===== src/lane_write_defs.svh =====
`ifndef LANE_WRITE_DEFS_SVH
`define LANE_WRITE_DEFS_SVH

`define LANE_WIDTH     9
`define LANE_COUNT     4
`define WORD_WIDTH     36
`define ADDR_WIDTH     4
`define WORD_DEPTH     16
`define LANE_SEL_IDLE  4'h0_00F

`endif


===== src/lane_write_pkg.sv =====
`default_nettype none

package lane_write_pkg;
   typedef enum logic {
      cfg_four_lane,
      cfg_single_lane
   } lane_cfg_t;

   typedef enum logic {
      beat_first,
      beat_second
   } beat_phase_t;
endpackage : lane_write_pkg

`default_nettype wire


===== src/lane_merge.sv =====
`timescale 1ns/10ps
`default_nettype none
`include "lane_write_defs.svh"

module lane_merge (
   input  wire logic                   lane_we_i,
   input  wire logic [`LANE_WIDTH-1:0] old_bits_i,
   input  wire logic [`LANE_WIDTH-1:0] new_bits_i,
   output logic      [`LANE_WIDTH-1:0] merged_o
);
   always_comb begin
      merged_o = lane_we_i ? new_bits_i : old_bits_i;
   end
endmodule : lane_merge

`default_nettype wire


===== src/sram_byte_write_lanes.sv =====
// Contract
// - Each beat uses the lane selects sampled with that same beat.
// - Four-lane, only select one low: write bits 17:9 only.
// - Four-lane, only select two low: write bits 26:18 only.
// - Four-lane, only select three low: write bits 35:27 only.
// - Four-lane, all selects high: nothing written that beat.
// - Single-lane, select low: write bits 8:0 of the beat.
// - Single-lane, select high: word unchanged for that beat.
// - Four-lane, only select zero low: write bits 8:0 only.
// - Four-lane, all four selects low: whole 36-bit beat stored.
`timescale 1ns/10ps
`default_nettype none
`include "lane_write_defs.svh"

module sram_byte_write_lanes (
   input  wire logic                    mclk_i,
   input  wire logic                    rst_b_i,
   input  wire logic                    single_lane_cfg_i,
   input  wire logic                    write_port_sel_n_i,
   input  wire logic                    beat_valid_i,
   input  wire logic [`ADDR_WIDTH-1:0]  write_addr_i,
   input  wire logic [`WORD_WIDTH-1:0]  write_data_i,
   input  wire logic                    lane0_write_select_n_i,
   input  wire logic                    lane1_write_select_n_i,
   input  wire logic                    lane2_write_select_n_i,
   input  wire logic                    lane3_write_select_n_i,
   input  wire logic [`ADDR_WIDTH-1:0]  read_addr_i,
   output logic      [`WORD_WIDTH-1:0]  read_data_o,
   output logic      [`LANE_COUNT-1:0]  lanes_written_o,
   output logic                         beat_phase_o
);
   // Array has no reset: contents are undefined until written
   logic [`WORD_WIDTH-1:0] mem_reg [`WORD_DEPTH];

   logic [`LANE_COUNT-1:0] sel_n;
   logic [`LANE_COUNT-1:0] lane_we;
   logic [`WORD_WIDTH-1:0] old_word;
   logic [`WORD_WIDTH-1:0] merged_word;
   logic                   in_write;
   logic [`WORD_WIDTH-1:0] read_data_reg;
   logic [`WORD_WIDTH-1:0] read_data_next;
   logic [`LANE_COUNT-1:0] lanes_written_reg;
   logic [`LANE_COUNT-1:0] lanes_written_next;
   lane_write_pkg::beat_phase_t phase_reg;
   lane_write_pkg::beat_phase_t phase_next;
   lane_write_pkg::lane_cfg_t   cfg;

   assign cfg = single_lane_cfg_i ? lane_write_pkg::cfg_single_lane
                                  : lane_write_pkg::cfg_four_lane;
   assign sel_n = {lane3_write_select_n_i, lane2_write_select_n_i,
                   lane1_write_select_n_i, lane0_write_select_n_i};
   assign in_write = beat_valid_i && !write_port_sel_n_i;
   assign old_word = mem_reg[write_addr_i];

   // Lane enables decoded per beat from this beat's selects
   always_comb begin
      lane_we = '0;
      if (in_write) begin
         case (cfg)
            lane_write_pkg::cfg_single_lane: begin
               lane_we[0] = !sel_n[0];
            end
            lane_write_pkg::cfg_four_lane: begin
               lane_we = ~sel_n;
            end
            default: begin
               lane_we = '0;
            end
         endcase
      end
   end

   genvar g;
   generate
      for (g = 0; g < `LANE_COUNT; g++) begin : g_lane
         lane_merge u_merge (
            .lane_we_i  (lane_we[g]),
            .old_bits_i (old_word[g*`LANE_WIDTH +: `LANE_WIDTH]),
            .new_bits_i (write_data_i[g*`LANE_WIDTH +: `LANE_WIDTH]),
            .merged_o   (merged_word[g*`LANE_WIDTH +: `LANE_WIDTH])
         );
      end
   endgenerate

   always_ff @(posedge mclk_i) begin
      if (|lane_we) begin
         mem_reg[write_addr_i] <= merged_word;
      end
   end

   // Second beat of a burst follows the first; a gap restarts the pair
   always_comb begin
      read_data_next     = mem_reg[read_addr_i];
      lanes_written_next = lane_we;
      phase_next         = phase_reg;
      if (in_write) begin
         case (phase_reg)
            lane_write_pkg::beat_first: begin
               phase_next = lane_write_pkg::beat_second;
            end
            lane_write_pkg::beat_second: begin
               phase_next = lane_write_pkg::beat_first;
            end
            default: begin
               phase_next = lane_write_pkg::beat_first;
            end
         endcase
      end else begin
         phase_next = lane_write_pkg::beat_first;
      end
   end

   always_ff @(posedge mclk_i) begin
      if (!rst_b_i) begin
         read_data_reg     <= '0;
         lanes_written_reg <= '0;
         phase_reg         <= lane_write_pkg::beat_first;
      end else begin
         read_data_reg     <= read_data_next;
         lanes_written_reg <= lanes_written_next;
         phase_reg         <= phase_next;
      end
   end

   assign read_data_o     = read_data_reg;
   assign lanes_written_o = lanes_written_reg;
   assign beat_phase_o    = (phase_reg == lane_write_pkg::beat_second);

   property p_lane1_only;
      @(posedge mclk_i) disable iff (!rst_b_i)
      (in_write && !single_lane_cfg_i && sel_n == 4'h0_00D)
      |-> merged_word == {old_word[35:18], write_data_i[17:9],
                          old_word[8:0]};
   endproperty
   a_lane1_only: assert property (p_lane1_only)
      else $error("Lane one write touched other lanes");

   property p_lane2_only;
      @(posedge mclk_i) disable iff (!rst_b_i)
      (in_write && !single_lane_cfg_i && sel_n == 4'h0_00B)
      |-> merged_word == {old_word[35:27], write_data_i[26:18],
                          old_word[17:0]};
   endproperty
   a_lane2_only: assert property (p_lane2_only)
      else $error("Lane two write touched other lanes");

   property p_lane3_only;
      @(posedge mclk_i) disable iff (!rst_b_i)
      (in_write && !single_lane_cfg_i && sel_n == 4'h0_007)
      |-> merged_word == {write_data_i[35:27], old_word[26:0]};
   endproperty
   a_lane3_only: assert property (p_lane3_only)
      else $error("Lane three write touched other lanes");

   property p_lane0_only;
      @(posedge mclk_i) disable iff (!rst_b_i)
      (in_write && !single_lane_cfg_i && sel_n == 4'h0_00E)
      |-> merged_word == {old_word[35:9], write_data_i[8:0]};
   endproperty
   a_lane0_only: assert property (p_lane0_only)
      else $error("Lane zero write touched other lanes");

   property p_all_high;
      @(posedge mclk_i) disable iff (!rst_b_i)
      (sel_n == `LANE_SEL_IDLE) |=> lanes_written_o == 4'h0_000;
   endproperty
   a_all_high: assert property (p_all_high)
      else $error("Write occurred with all selects high");

   property p_all_low;
      @(posedge mclk_i) disable iff (!rst_b_i)
      (in_write && !single_lane_cfg_i && sel_n == 4'h0_000)
      |=> mem_reg[$past(write_addr_i)] == $past(write_data_i);
   endproperty
   a_all_low: assert property (p_all_low)
      else $error("Full word write not stored");

   property p_single_low;
      @(posedge mclk_i) disable iff (!rst_b_i)
      (in_write && single_lane_cfg_i && !sel_n[0])
      |=> lanes_written_o == 4'h0_001;
   endproperty
   a_single_low: assert property (p_single_low)
      else $error("Single lane write not enabled");

   property p_single_high;
      @(posedge mclk_i) disable iff (!rst_b_i)
      (single_lane_cfg_i && sel_n[0]) |-> lane_we == 4'h0_000;
   endproperty
   a_single_high: assert property (p_single_high)
      else $error("Single lane high select still wrote");

   property p_mixed;
      @(posedge mclk_i) disable iff (!rst_b_i)
      (in_write && !single_lane_cfg_i) |=> lanes_written_o == ~$past(sel_n);
   endproperty
   a_mixed: assert property (p_mixed)
      else $error("Lane enables differ from low selects");

   property p_per_beat;
      @(posedge mclk_i) disable iff (!rst_b_i)
      (in_write && !single_lane_cfg_i) ##1 (in_write && !single_lane_cfg_i)
      |-> lane_we == ~sel_n;
   endproperty
   a_per_beat: assert property (p_per_beat)
      else $error("Second beat used stale selects");

   property p_no_write_cycle;
      @(posedge mclk_i) disable iff (!rst_b_i)
      write_port_sel_n_i |=> lanes_written_o == 4'h0_000;
   endproperty
   a_no_write_cycle: assert property (p_no_write_cycle)
      else $error("Write outside a write cycle");
endmodule : sram_byte_write_lanes

`default_nettype wire


===== config.mk =====
export PLATFORM = sky130hd
export DESIGN_NAME = sram_byte_write_lanes
export DESIGN_NICKNAME = d
export VERILOG_FILES = /design/src/lane_write_pkg.sv /design/src/lane_merge.sv /design/src/sram_byte_write_lanes.sv
export VERILOG_INCLUDE_DIRS = /design/src
export SDC_FILE = /design/constraint.sdc
export NUM_CORES = 1
export LEC_CHECK = 0
export BUFFER_PORTS_ARGS = -buffer_cell sky130_fd_sc_hd__buf_2
export CAP_MARGIN = 10
export CORE_UTILIZATION = 50
export CTS_BUF_LIST = sky130_fd_sc_hd__clkbuf_16
export DETAILED_ROUTE_END_ITERATION = 10
export GPL_TIMING_DRIVEN = 0
export PLACE_DENSITY = 0.79
export SYNTH_ARGS = -nofsm -noshare
export SYNTH_HDL_FRONTEND = slang
export SYNTH_HIERARCHICAL = 1
export SYNTH_SLANG_ARGS = --single-unit

===== constraint.sdc =====
create_clock -name mclk_i -period 3.1 [get_ports mclk_i]
set_input_delay 0.465 -clock mclk_i [delete_from_list [all_inputs] [get_ports mclk_i]]
set_output_delay 0.465 -clock mclk_i [all_outputs]
set_load 0.02 [all_outputs]

==> impl_metrics.py, run 1 <==
metrics = {
    "die": {
        "initial_utilization_pct": 50.6,
        "die_height_um": 238,
        "boundaryPins": 94,
        "row_count": 86,
        "die_width_um": 238,
        "dieArea_sq_um": 56700,
        "core_area_sq_um": 55100,
    },
    "pwr": {
        "leakagePower_nw": 11.3,
        "comb_power_share_pct": 9.4,
        "power_report.internal_total_mw": 14.3,
        "worst_ir_drop_vdd_uv": 411,
        "switch_pwr_mw": 4.29,
        "netSwitchingFraction_pct": 23.1,
        "seq_power_share_pct": 50.6,
        "clockPowerShare_pct": 40.0,
        "power_per_cell_area_nw_per_um2": 579,
    },
    "yosys": {
        "fraction_of_the_yosys_area_taken_by_sequential_cells_pct": 64.9,
        "synth_common_cells": "sky130_fd_sc_hd__edfxtp_1, sky130_fd_sc_hd__mux2i_1, sky130_fd_sc_hd__a22oi_1, sky130_fd_sc_hd__mux4_2, sky130_fd_sc_hd__nand2_1",
        "synth-edff-count": 576,
        "postSynthRegisterBits": 617,
        "synth-adder-area-share_pct": 0,
        "synth-compound-area-share_pct": 6.59,
        "syn-num-nets": 1652,
        "netlist_instances": 1599,
        "dominant_cell_by_count_in_the_synthesized_netlist": "sky130_fd_sc_hd__edfxtp_1",
        "synth_largest_area_cell": "sky130_fd_sc_hd__edfxtp_1",
        "synth_warnings": 6,
        "synthesis.area_per_instance_sq_um": 17.4,
        "synthesis.area_sq_um": 27900,
        "post_synth_xor_area_fraction_pct": 0,
        "synth.distinct_cells": 26,
        "postSynth.topFlopCell": "sky130_fd_sc_hd__edfxtp_1",
        "synth_top_cells_by_area": "sky130_fd_sc_hd__edfxtp_1, sky130_fd_sc_hd__mux4_2, sky130_fd_sc_hd__mux2i_1, sky130_fd_sc_hd__a22oi_1, sky130_fd_sc_hd__dfxtp_1",
        "ys_async_sr_fraction_pct": 0,
        "synth_top_family_by_area": "multiplexers",
        "synth_top_area_share_pct": 62.0,
        "muxShareOfSynthArea_pct": 24.0,
        "post_synth_and_or_nand_nor_area_fraction_pct": 2.15,
    },
    "critical_path": {
        "cp_cell_sequence": "buf_2, buf_1, nand3_1, nor2_4, buf_12",
        "cp.required_ns": 3.42,
        "critPathMaxStageDelay_ns": 0.85,
        "worst_setup_path_startpoint": "write_addr_i[1]",
        "crit_path_end_kind": "flip-flop",
        "worstSetupPathDepth": 5,
        "worstRegToRegCells": 4,
        "reg2reg_to": "mem_reg[4][1]$_DFFE_PP_",
        "setup.worst_path.class": "in -> reg",
        "maximum_net_fanout_on_the_critical_path": 19,
        "critical-path-slowest-cell": "sky130_fd_sc_hd__nor2_4",
        "r2r_setup_slack_ns": 1.15,
        "worst-path-buf-inv": 3,
        "worstPathArrival_ns": 3.17,
        "endpoint_of_the_worst_setup_timing_path": "mem_reg[11][19]$_DFFE_PP_",
        "cpLargestDelayFamily": "simple AND/OR/NAND/NOR gates",
        "timing.rr.start": "mem_reg[12][1]$_DFFE_PP_",
        "worst_setup_path_start_kind": "input port",
    },
    "placed_design": {
        "dp_hpwl_um": 52900,
        "place.port_buffers": 90,
        "dp_area_sq_um": 30000,
        "finalWeightedCongestion": 0.866,
    },
    "flow_run": {
        "maxCapViolCount": 0,
    },
    "routing": {
        "post_drt_via_cell_ratio": 6.90,
        "drtPass1Iterations": 8,
        "route.final.wire_length_um": 84200,
        "wl_per_cell_um": 32.7,
        "detail-route-antenna-nets": 0,
        "detailedRoute.firstIterationViolations": 2777,
        "remaining_drc_errors": 0,
        "vias_after_detailed_routing": 17800,
    },
    "final_layout": {
        "antenna-diode-count": 0,
        "largest_register_ffs": 576,
        "ratio_of_cells_with_drive_above_1_in_the_final_layout_pct": 25.2,
        "area.growth.synth_to_final_pct": 14.8,
        "layout.filler_cells": 4053,
        "design_area_sq_um": 32000,
        "final_nets": 1829,
    },
    "outcome": {
        "status": "finished clean",
    },
    "clock_tree": {
        "cts_tree": "yes",
        "worst_skew_pair.late_latency_ns": 0.64,
        "max-clock-path-buffers": 3,
        "hold_buffers": 0,
        "cts_inserted_buffers": 60,
        "cts_num_sinks": 617,
        "clk_pin_slew_ns": 0.06,
        "cts.repair_timing.setup_buffer_count": 0,
        "post_cts_resized": 0,
        "clk_root_buffer_cell": "sky130_fd_sc_hd__clkbuf_16",
        "htree_num_levels": 2,
    },
    "timing": {
        "timing.clock.skew_ns": 0.0160,
        "max_slew.worst_pin.slew_ns": 1.39,
        "final.setup.tns_ns": 0,
        "timing.final.hold_violations": 0,
        "finalMaxSlewViolations": 0,
        "post_layout_minimum_cycle_time_ns": 2.84,
        "slew_headroom_pct": 7.26,
        "finalSetupViolations": 0,
        "grt_setup_unrepaired": "false",
        "max_freq_mhz": 352,
        "period_share_pct": 91.7,
    },
    "grt": {
        "antenna_found_initial": 1,
        "wire_length_of_the_first_global_routing_pass_um": 120000,
        "grt_start_max_net_pins": 23,
        "first_global_vias": 18200,
        "grt_overflow_total": 0,
        "grt_usage_pct": 30.0,
    },
    "min_path": {
        "min_path_type": "in -> reg",
    },
}
## area by class of cell
type | count | area (sq um) | area share, %
Clock inverter | 51 | 447 | 1.40
Sequential cell | 617 | 18100 | 56.6
Tap cell | 748 | 936 | 2.92
Buffer | 120 | 651 | 2.03
Timing Repair Buffer | 115 | 1090 | 3.39
Inverter | 1 | 3.75 | 0.0117
Clock buffer | 61 | 1530 | 4.77
Multi-Input combinational cell | 861 | 9250 | 28.9
## through the flow
step                      hold WS [ns]  utilization (%)  std cells  setup slack, ns  power [mW]
final                           0.0298             58.1       2574            0.258        18.5
after global routing            0.0250             58.1       2574            0.243        18.9
after CTS                       0.0155             58.1       2574            0.329        18.5
after detailed placement         0.404             54.5       2462           -0.312        11.2
after global placement           0.398             53.2       2437            -2.63        11.2
after floorplan                  0.493                -       1599           -0.246        10.6
## layout by cell type (no fill, tap or decap), types with 12 or more instances in the layout
cell type	n
sky130_fd_sc_hd__dfxtp_1	41
sky130_fd_sc_hd__clkinv_2	12
sky130_fd_sc_hd__edfxtp_1	576
sky130_fd_sc_hd__nor2_4	16
sky130_fd_sc_hd__mux4_2	153
sky130_fd_sc_hd__clkbuf_16	61
sky130_fd_sc_hd__mux2_4	36
sky130_fd_sc_hd__mux2i_1	270
sky130_fd_sc_hd__a22oi_1	198
sky130_fd_sc_hd__buf_1	16
sky130_fd_sc_hd__nand2_1	105
sky130_fd_sc_hd__o22ai_1	27
sky130_fd_sc_hd__buf_4	24
sky130_fd_sc_hd__clkbuf_1	47
sky130_fd_sc_hd__buf_16	18
sky130_fd_sc_hd__buf_2	112
sky130_fd_sc_hd__clkinv_1	19
sky130_fd_sc_hd__o21ai_0	18
## per-layer routing
| layer | global-route usage (%) | share of wire (%) | vias up |
|---|---|---|---|
| met4 | 15.9 | 5.5 | 0 |
| met2 | 45.5 | 45 | 1604 |
| li1 | - | - | 6983 |
| met1 | 38.9 | 35 | 8853 |
| met3 | 9.38 | 15 | 328 |
| met5 | 0 | 0 | - |
## worst reg2reg max path, delay by kind of cell, from the launching register on
family	cells	cell delay, ns
multiplexers	2	0.87
flip-flops	1	0.43
AO/OA/AOI/OAI	1	0.23
AND/OR/NAND/NOR	1	0.13
## power by group through the flow
stage | clock (mW) | sequential (mW) | combinational (mW)
after detailed placement | 0 | 9.56 | 1.69
after global placement | 0 | 9.56 | 1.61
after floorplan | 0 | 9.61 | 1.02
after global routing | 7.73 | 9.39 | 1.81
after CTS | 7.41 | 9.38 | 1.70
final | 7.41 | 9.38 | 1.75
## logic make-up after synthesis
group,Yosys count
buffers and inverters,121
and+or+nand+nor,148
AOI/OAI and AO/OA,254
DFF,617
muxes,459
## how the worst min path moves through the flow
stage | startpoint | endpoint | slack (ns) | depth (start not counted)
floorplan | beat_phase_o$_SDFF_PN0_ | beat_phase_o$_SDFF_PN0_ | 0.49 | 1
global placement | beat_phase_o$_SDFF_PN0_ | beat_phase_o$_SDFF_PN0_ | 0.40 | 1
detailed placement | beat_phase_o$_SDFF_PN0_ | beat_phase_o$_SDFF_PN0_ | 0.40 | 1
CTS | lane2_write_select_n_i | lanes_written_o[2]$_SDFF_PN0_ | 0.02 | 2
global route | lane2_write_select_n_i | lanes_written_o[2]$_SDFF_PN0_ | 0.02 | 2
finish | lane2_write_select_n_i | lanes_written_o[2]$_SDFF_PN0_ | 0.03 | 2
Power figures use the tool's default switching activity.
==> run 2, diff against run 1 <==
--- a/config.mk
+++ b/config.mk
@@ -12,6 +12,7 @@
 export CTS_BUF_LIST = sky130_fd_sc_hd__clkbuf_16
 export DETAILED_ROUTE_END_ITERATION = 10
 export GPL_TIMING_DRIVEN = 0
+export HOLD_SLACK_MARGIN = 0.05
 export PLACE_DENSITY = 0.79
 export SYNTH_ARGS = -nofsm -noshare
 export SYNTH_HDL_FRONTEND = slang
==> run 2 against run 1 <==
First-iteration DRC count increased by 1.6%. Largest cell class unchanged. Register-to-register slack got worse by 0.02 ns. Via count about the same. Largest power group unchanged. Combinational power hardly changed. Hold slack better by 0.085 ns. Clock-buffer cell count did not move. Cell count up 0.16%.
==> impl_metrics.py, run 2 (synthesis results as in run 1) <==
metrics = {
    "placed_design": {
        "place.port_buffers": 90,
        "dpl_worst_slack_ns": -0.312,
        "placedCellCount": 2462,
        "finalWeightedCongestion": 0.866,
        "dp_hpwl_um": 52900,
        "dp_area_sq_um": 30000,
    },
    "die": {
        "row_count": 86,
        "dieArea_sq_um": 56700,
        "initial_utilization_pct": 50.6,
        "die_height_um": 238,
        "boundaryPins": 94,
        "die_width_um": 238,
        "core_area_sq_um": 55100,
    },
    "routing": {
        "remaining_drc_errors": 0,
        "drtPass1Iterations": 8,
        "detail-route-antenna-nets": 0,
        "post_drt_via_cell_ratio": 6.89,
        "wl_per_cell_um": 32.7,
        "detailedRoute.firstIterationViolations": 2821,
        "route.final.wire_length_um": 84300,
        "vias_after_detailed_routing": 17800,
    },
    "critical_path": {
        "worst_setup_path_start_kind": "input port",
        "worstPathArrival_ns": 3.23,
        "cp_cell_sequence": "buf_2, buf_1, nand3_1, nor2_4, buf_12",
        "cp.required_ns": 3.43,
        "critPathMaxStageDelay_ns": 0.88,
        "r2r_setup_slack_ns": 1.13,
        "maximum_net_fanout_on_the_critical_path": 19,
        "cpLargestDelayFamily": "simple AND/OR/NAND/NOR gates",
        "crit_path_end_kind": "flip-flop",
        "worstSetupPathDepth": 5,
        "worst_setup_path_startpoint": "write_addr_i[1]",
        "endpoint_of_the_worst_setup_timing_path": "mem_reg[11][19]$_DFFE_PP_",
        "worstRegToRegCells": 4,
        "reg2reg_to": "mem_reg[9][34]$_DFFE_PP_",
        "worst-path-buf-inv": 3,
        "setup.worst_path.class": "in -> reg",
        "timing.rr.start": "mem_reg[15][34]$_DFFE_PP_",
        "critical-path-slowest-cell": "sky130_fd_sc_hd__nor2_4",
    },
    "final_layout": {
        "largest_register_ffs": 576,
        "area.growth.synth_to_final_pct": 14.9,
        "design_area_sq_um": 32000,
        "final_nets": 1832,
        "ratio_of_cells_with_drive_above_1_in_the_final_layout_pct": 25.2,
        "layout_commonest_cell": "sky130_fd_sc_hd__edfxtp_1",
        "final-instance-count-excl-fill": 2578,
        "most-common-layout-cells": "sky130_fd_sc_hd__edfxtp_1, sky130_fd_sc_hd__mux2i_1, sky130_fd_sc_hd__a22oi_1",
    },
    "timing": {
        "max_freq_mhz": 344,
        "finalMaxSlewViolations": 0,
        "max_slew.worst_pin.slew_ns": 1.39,
        "post-route-worst-setup-slack_ns": 0.194,
        "timing.final.hold_violations": 0,
        "final.setup.tns_ns": 0,
        "post_layout_minimum_cycle_time_ns": 2.91,
        "finalSetupViolations": 0,
        "timing.clock.skew_ns": 0.0153,
        "grt_setup_unrepaired": "false",
        "slew_headroom_pct": 7.27,
        "final_layout_worst_hold_slack_ns": 0.115,
        "period_share_pct": 93.7,
    },
    "pwr": {
        "power_per_cell_area_nw_per_um2": 579,
        "worst_ir_drop_vdd_uv": 412,
        "comb_power_share_pct": 9.4,
        "switch_pwr_mw": 4.30,
        "clockPowerShare_pct": 40.0,
        "netSwitchingFraction_pct": 23.2,
        "seq_power_share_pct": 50.6,
        "power_report.internal_total_mw": 14.3,
        "leakagePower_nw": 11.3,
    },
    "min_path": {
        "min_path_type": "in -> reg",
    },
    "clock_tree": {
        "cts_inserted_buffers": 60,
        "max-clock-path-buffers": 3,
        "cts_tree": "yes",
        "cts_num_sinks": 617,
        "htree_num_levels": 2,
        "post_cts_resized": 0,
        "clk_pin_slew_ns": 0.06,
        "worst_skew_pair.late_latency_ns": 0.64,
        "clk_root_buffer_cell": "sky130_fd_sc_hd__clkbuf_16",
    },
    "grt": {
        "grt_overflow_total": 0,
        "grt_start_max_net_pins": 23,
        "grt_usage_pct": 30.0,
        "first_global_vias": 18200,
        "antenna_found_initial": 1,
        "wire_length_of_the_first_global_routing_pass_um": 120000,
    },
    "flow_run": {
        "maxCapViolCount": 0,
    },
    "outcome": {
        "status": "finished clean",
    },
}
-- run 2: power by group through the flow --
stage,clock network [mW],registers [mW],logic [mW]
floorplan,0,9.61,1.02
global placement,0,9.56,1.61
detailed placement,0,9.56,1.69
CTS,7.41,9.38,1.70
global route,7.73,9.39,1.81
finish,7.42,9.38,1.75
-- run 2: how the worst min path moves through the flow --
stage                                    endpoint  slack [ns]               startpoint  cells after the start
floorplan                 beat_phase_o$_SDFF_PN0_        0.49  beat_phase_o$_SDFF_PN0_                      1
global placement          beat_phase_o$_SDFF_PN0_        0.40  beat_phase_o$_SDFF_PN0_                      1
detailed placement        beat_phase_o$_SDFF_PN0_        0.40  beat_phase_o$_SDFF_PN0_                      1
CTS                 lanes_written_o[3]$_SDFF_PN0_        0.10                  rst_b_i                      2
global route        lanes_written_o[3]$_SDFF_PN0_        0.13                  rst_b_i                      2
finish              lanes_written_o[3]$_SDFF_PN0_        0.12                  rst_b_i                      2
-- run 2: metal layers --
metal / track usage (%) / vias to the layer above / wire (um)
met5: 0 / - / 0
met4: 15.7 / 0 / 4400
met3: 9.39 / 317 / 12100
met2: 45.6 / 1497 / 38100
met1: 38.9 / 8944 / 29700
li1: - / 7001 / -
-- run 2: timing repair --
action,in CTS,in global routing
hold buffers,3,0
buffers inserted,0,0
hold endpoints to repair,2,0
-- run 2: metrics by stage --
step / total power, mW / util (%)
5_1_grt: 18.9 / 58.2
4_1_cts: 18.5 / 58.2
3_3_place_gp: 11.2 / 53.2
6_report: 18.6 / 58.2
2_1_floorplan: 10.6 / -
3_5_place_dp: 11.2 / 54.5
-- run 2: cell type report --
type,count,area [sq um]
diodes,1,2.50
plain buffers,120,651
clock buffers,61,1530
clock inverters,51,447
fillers,4048,23000
inverters,1,3.75
multi-input cells,861,9250
flip-flops and latches,617,18100
well taps,748,936
repair buffers,118,1120
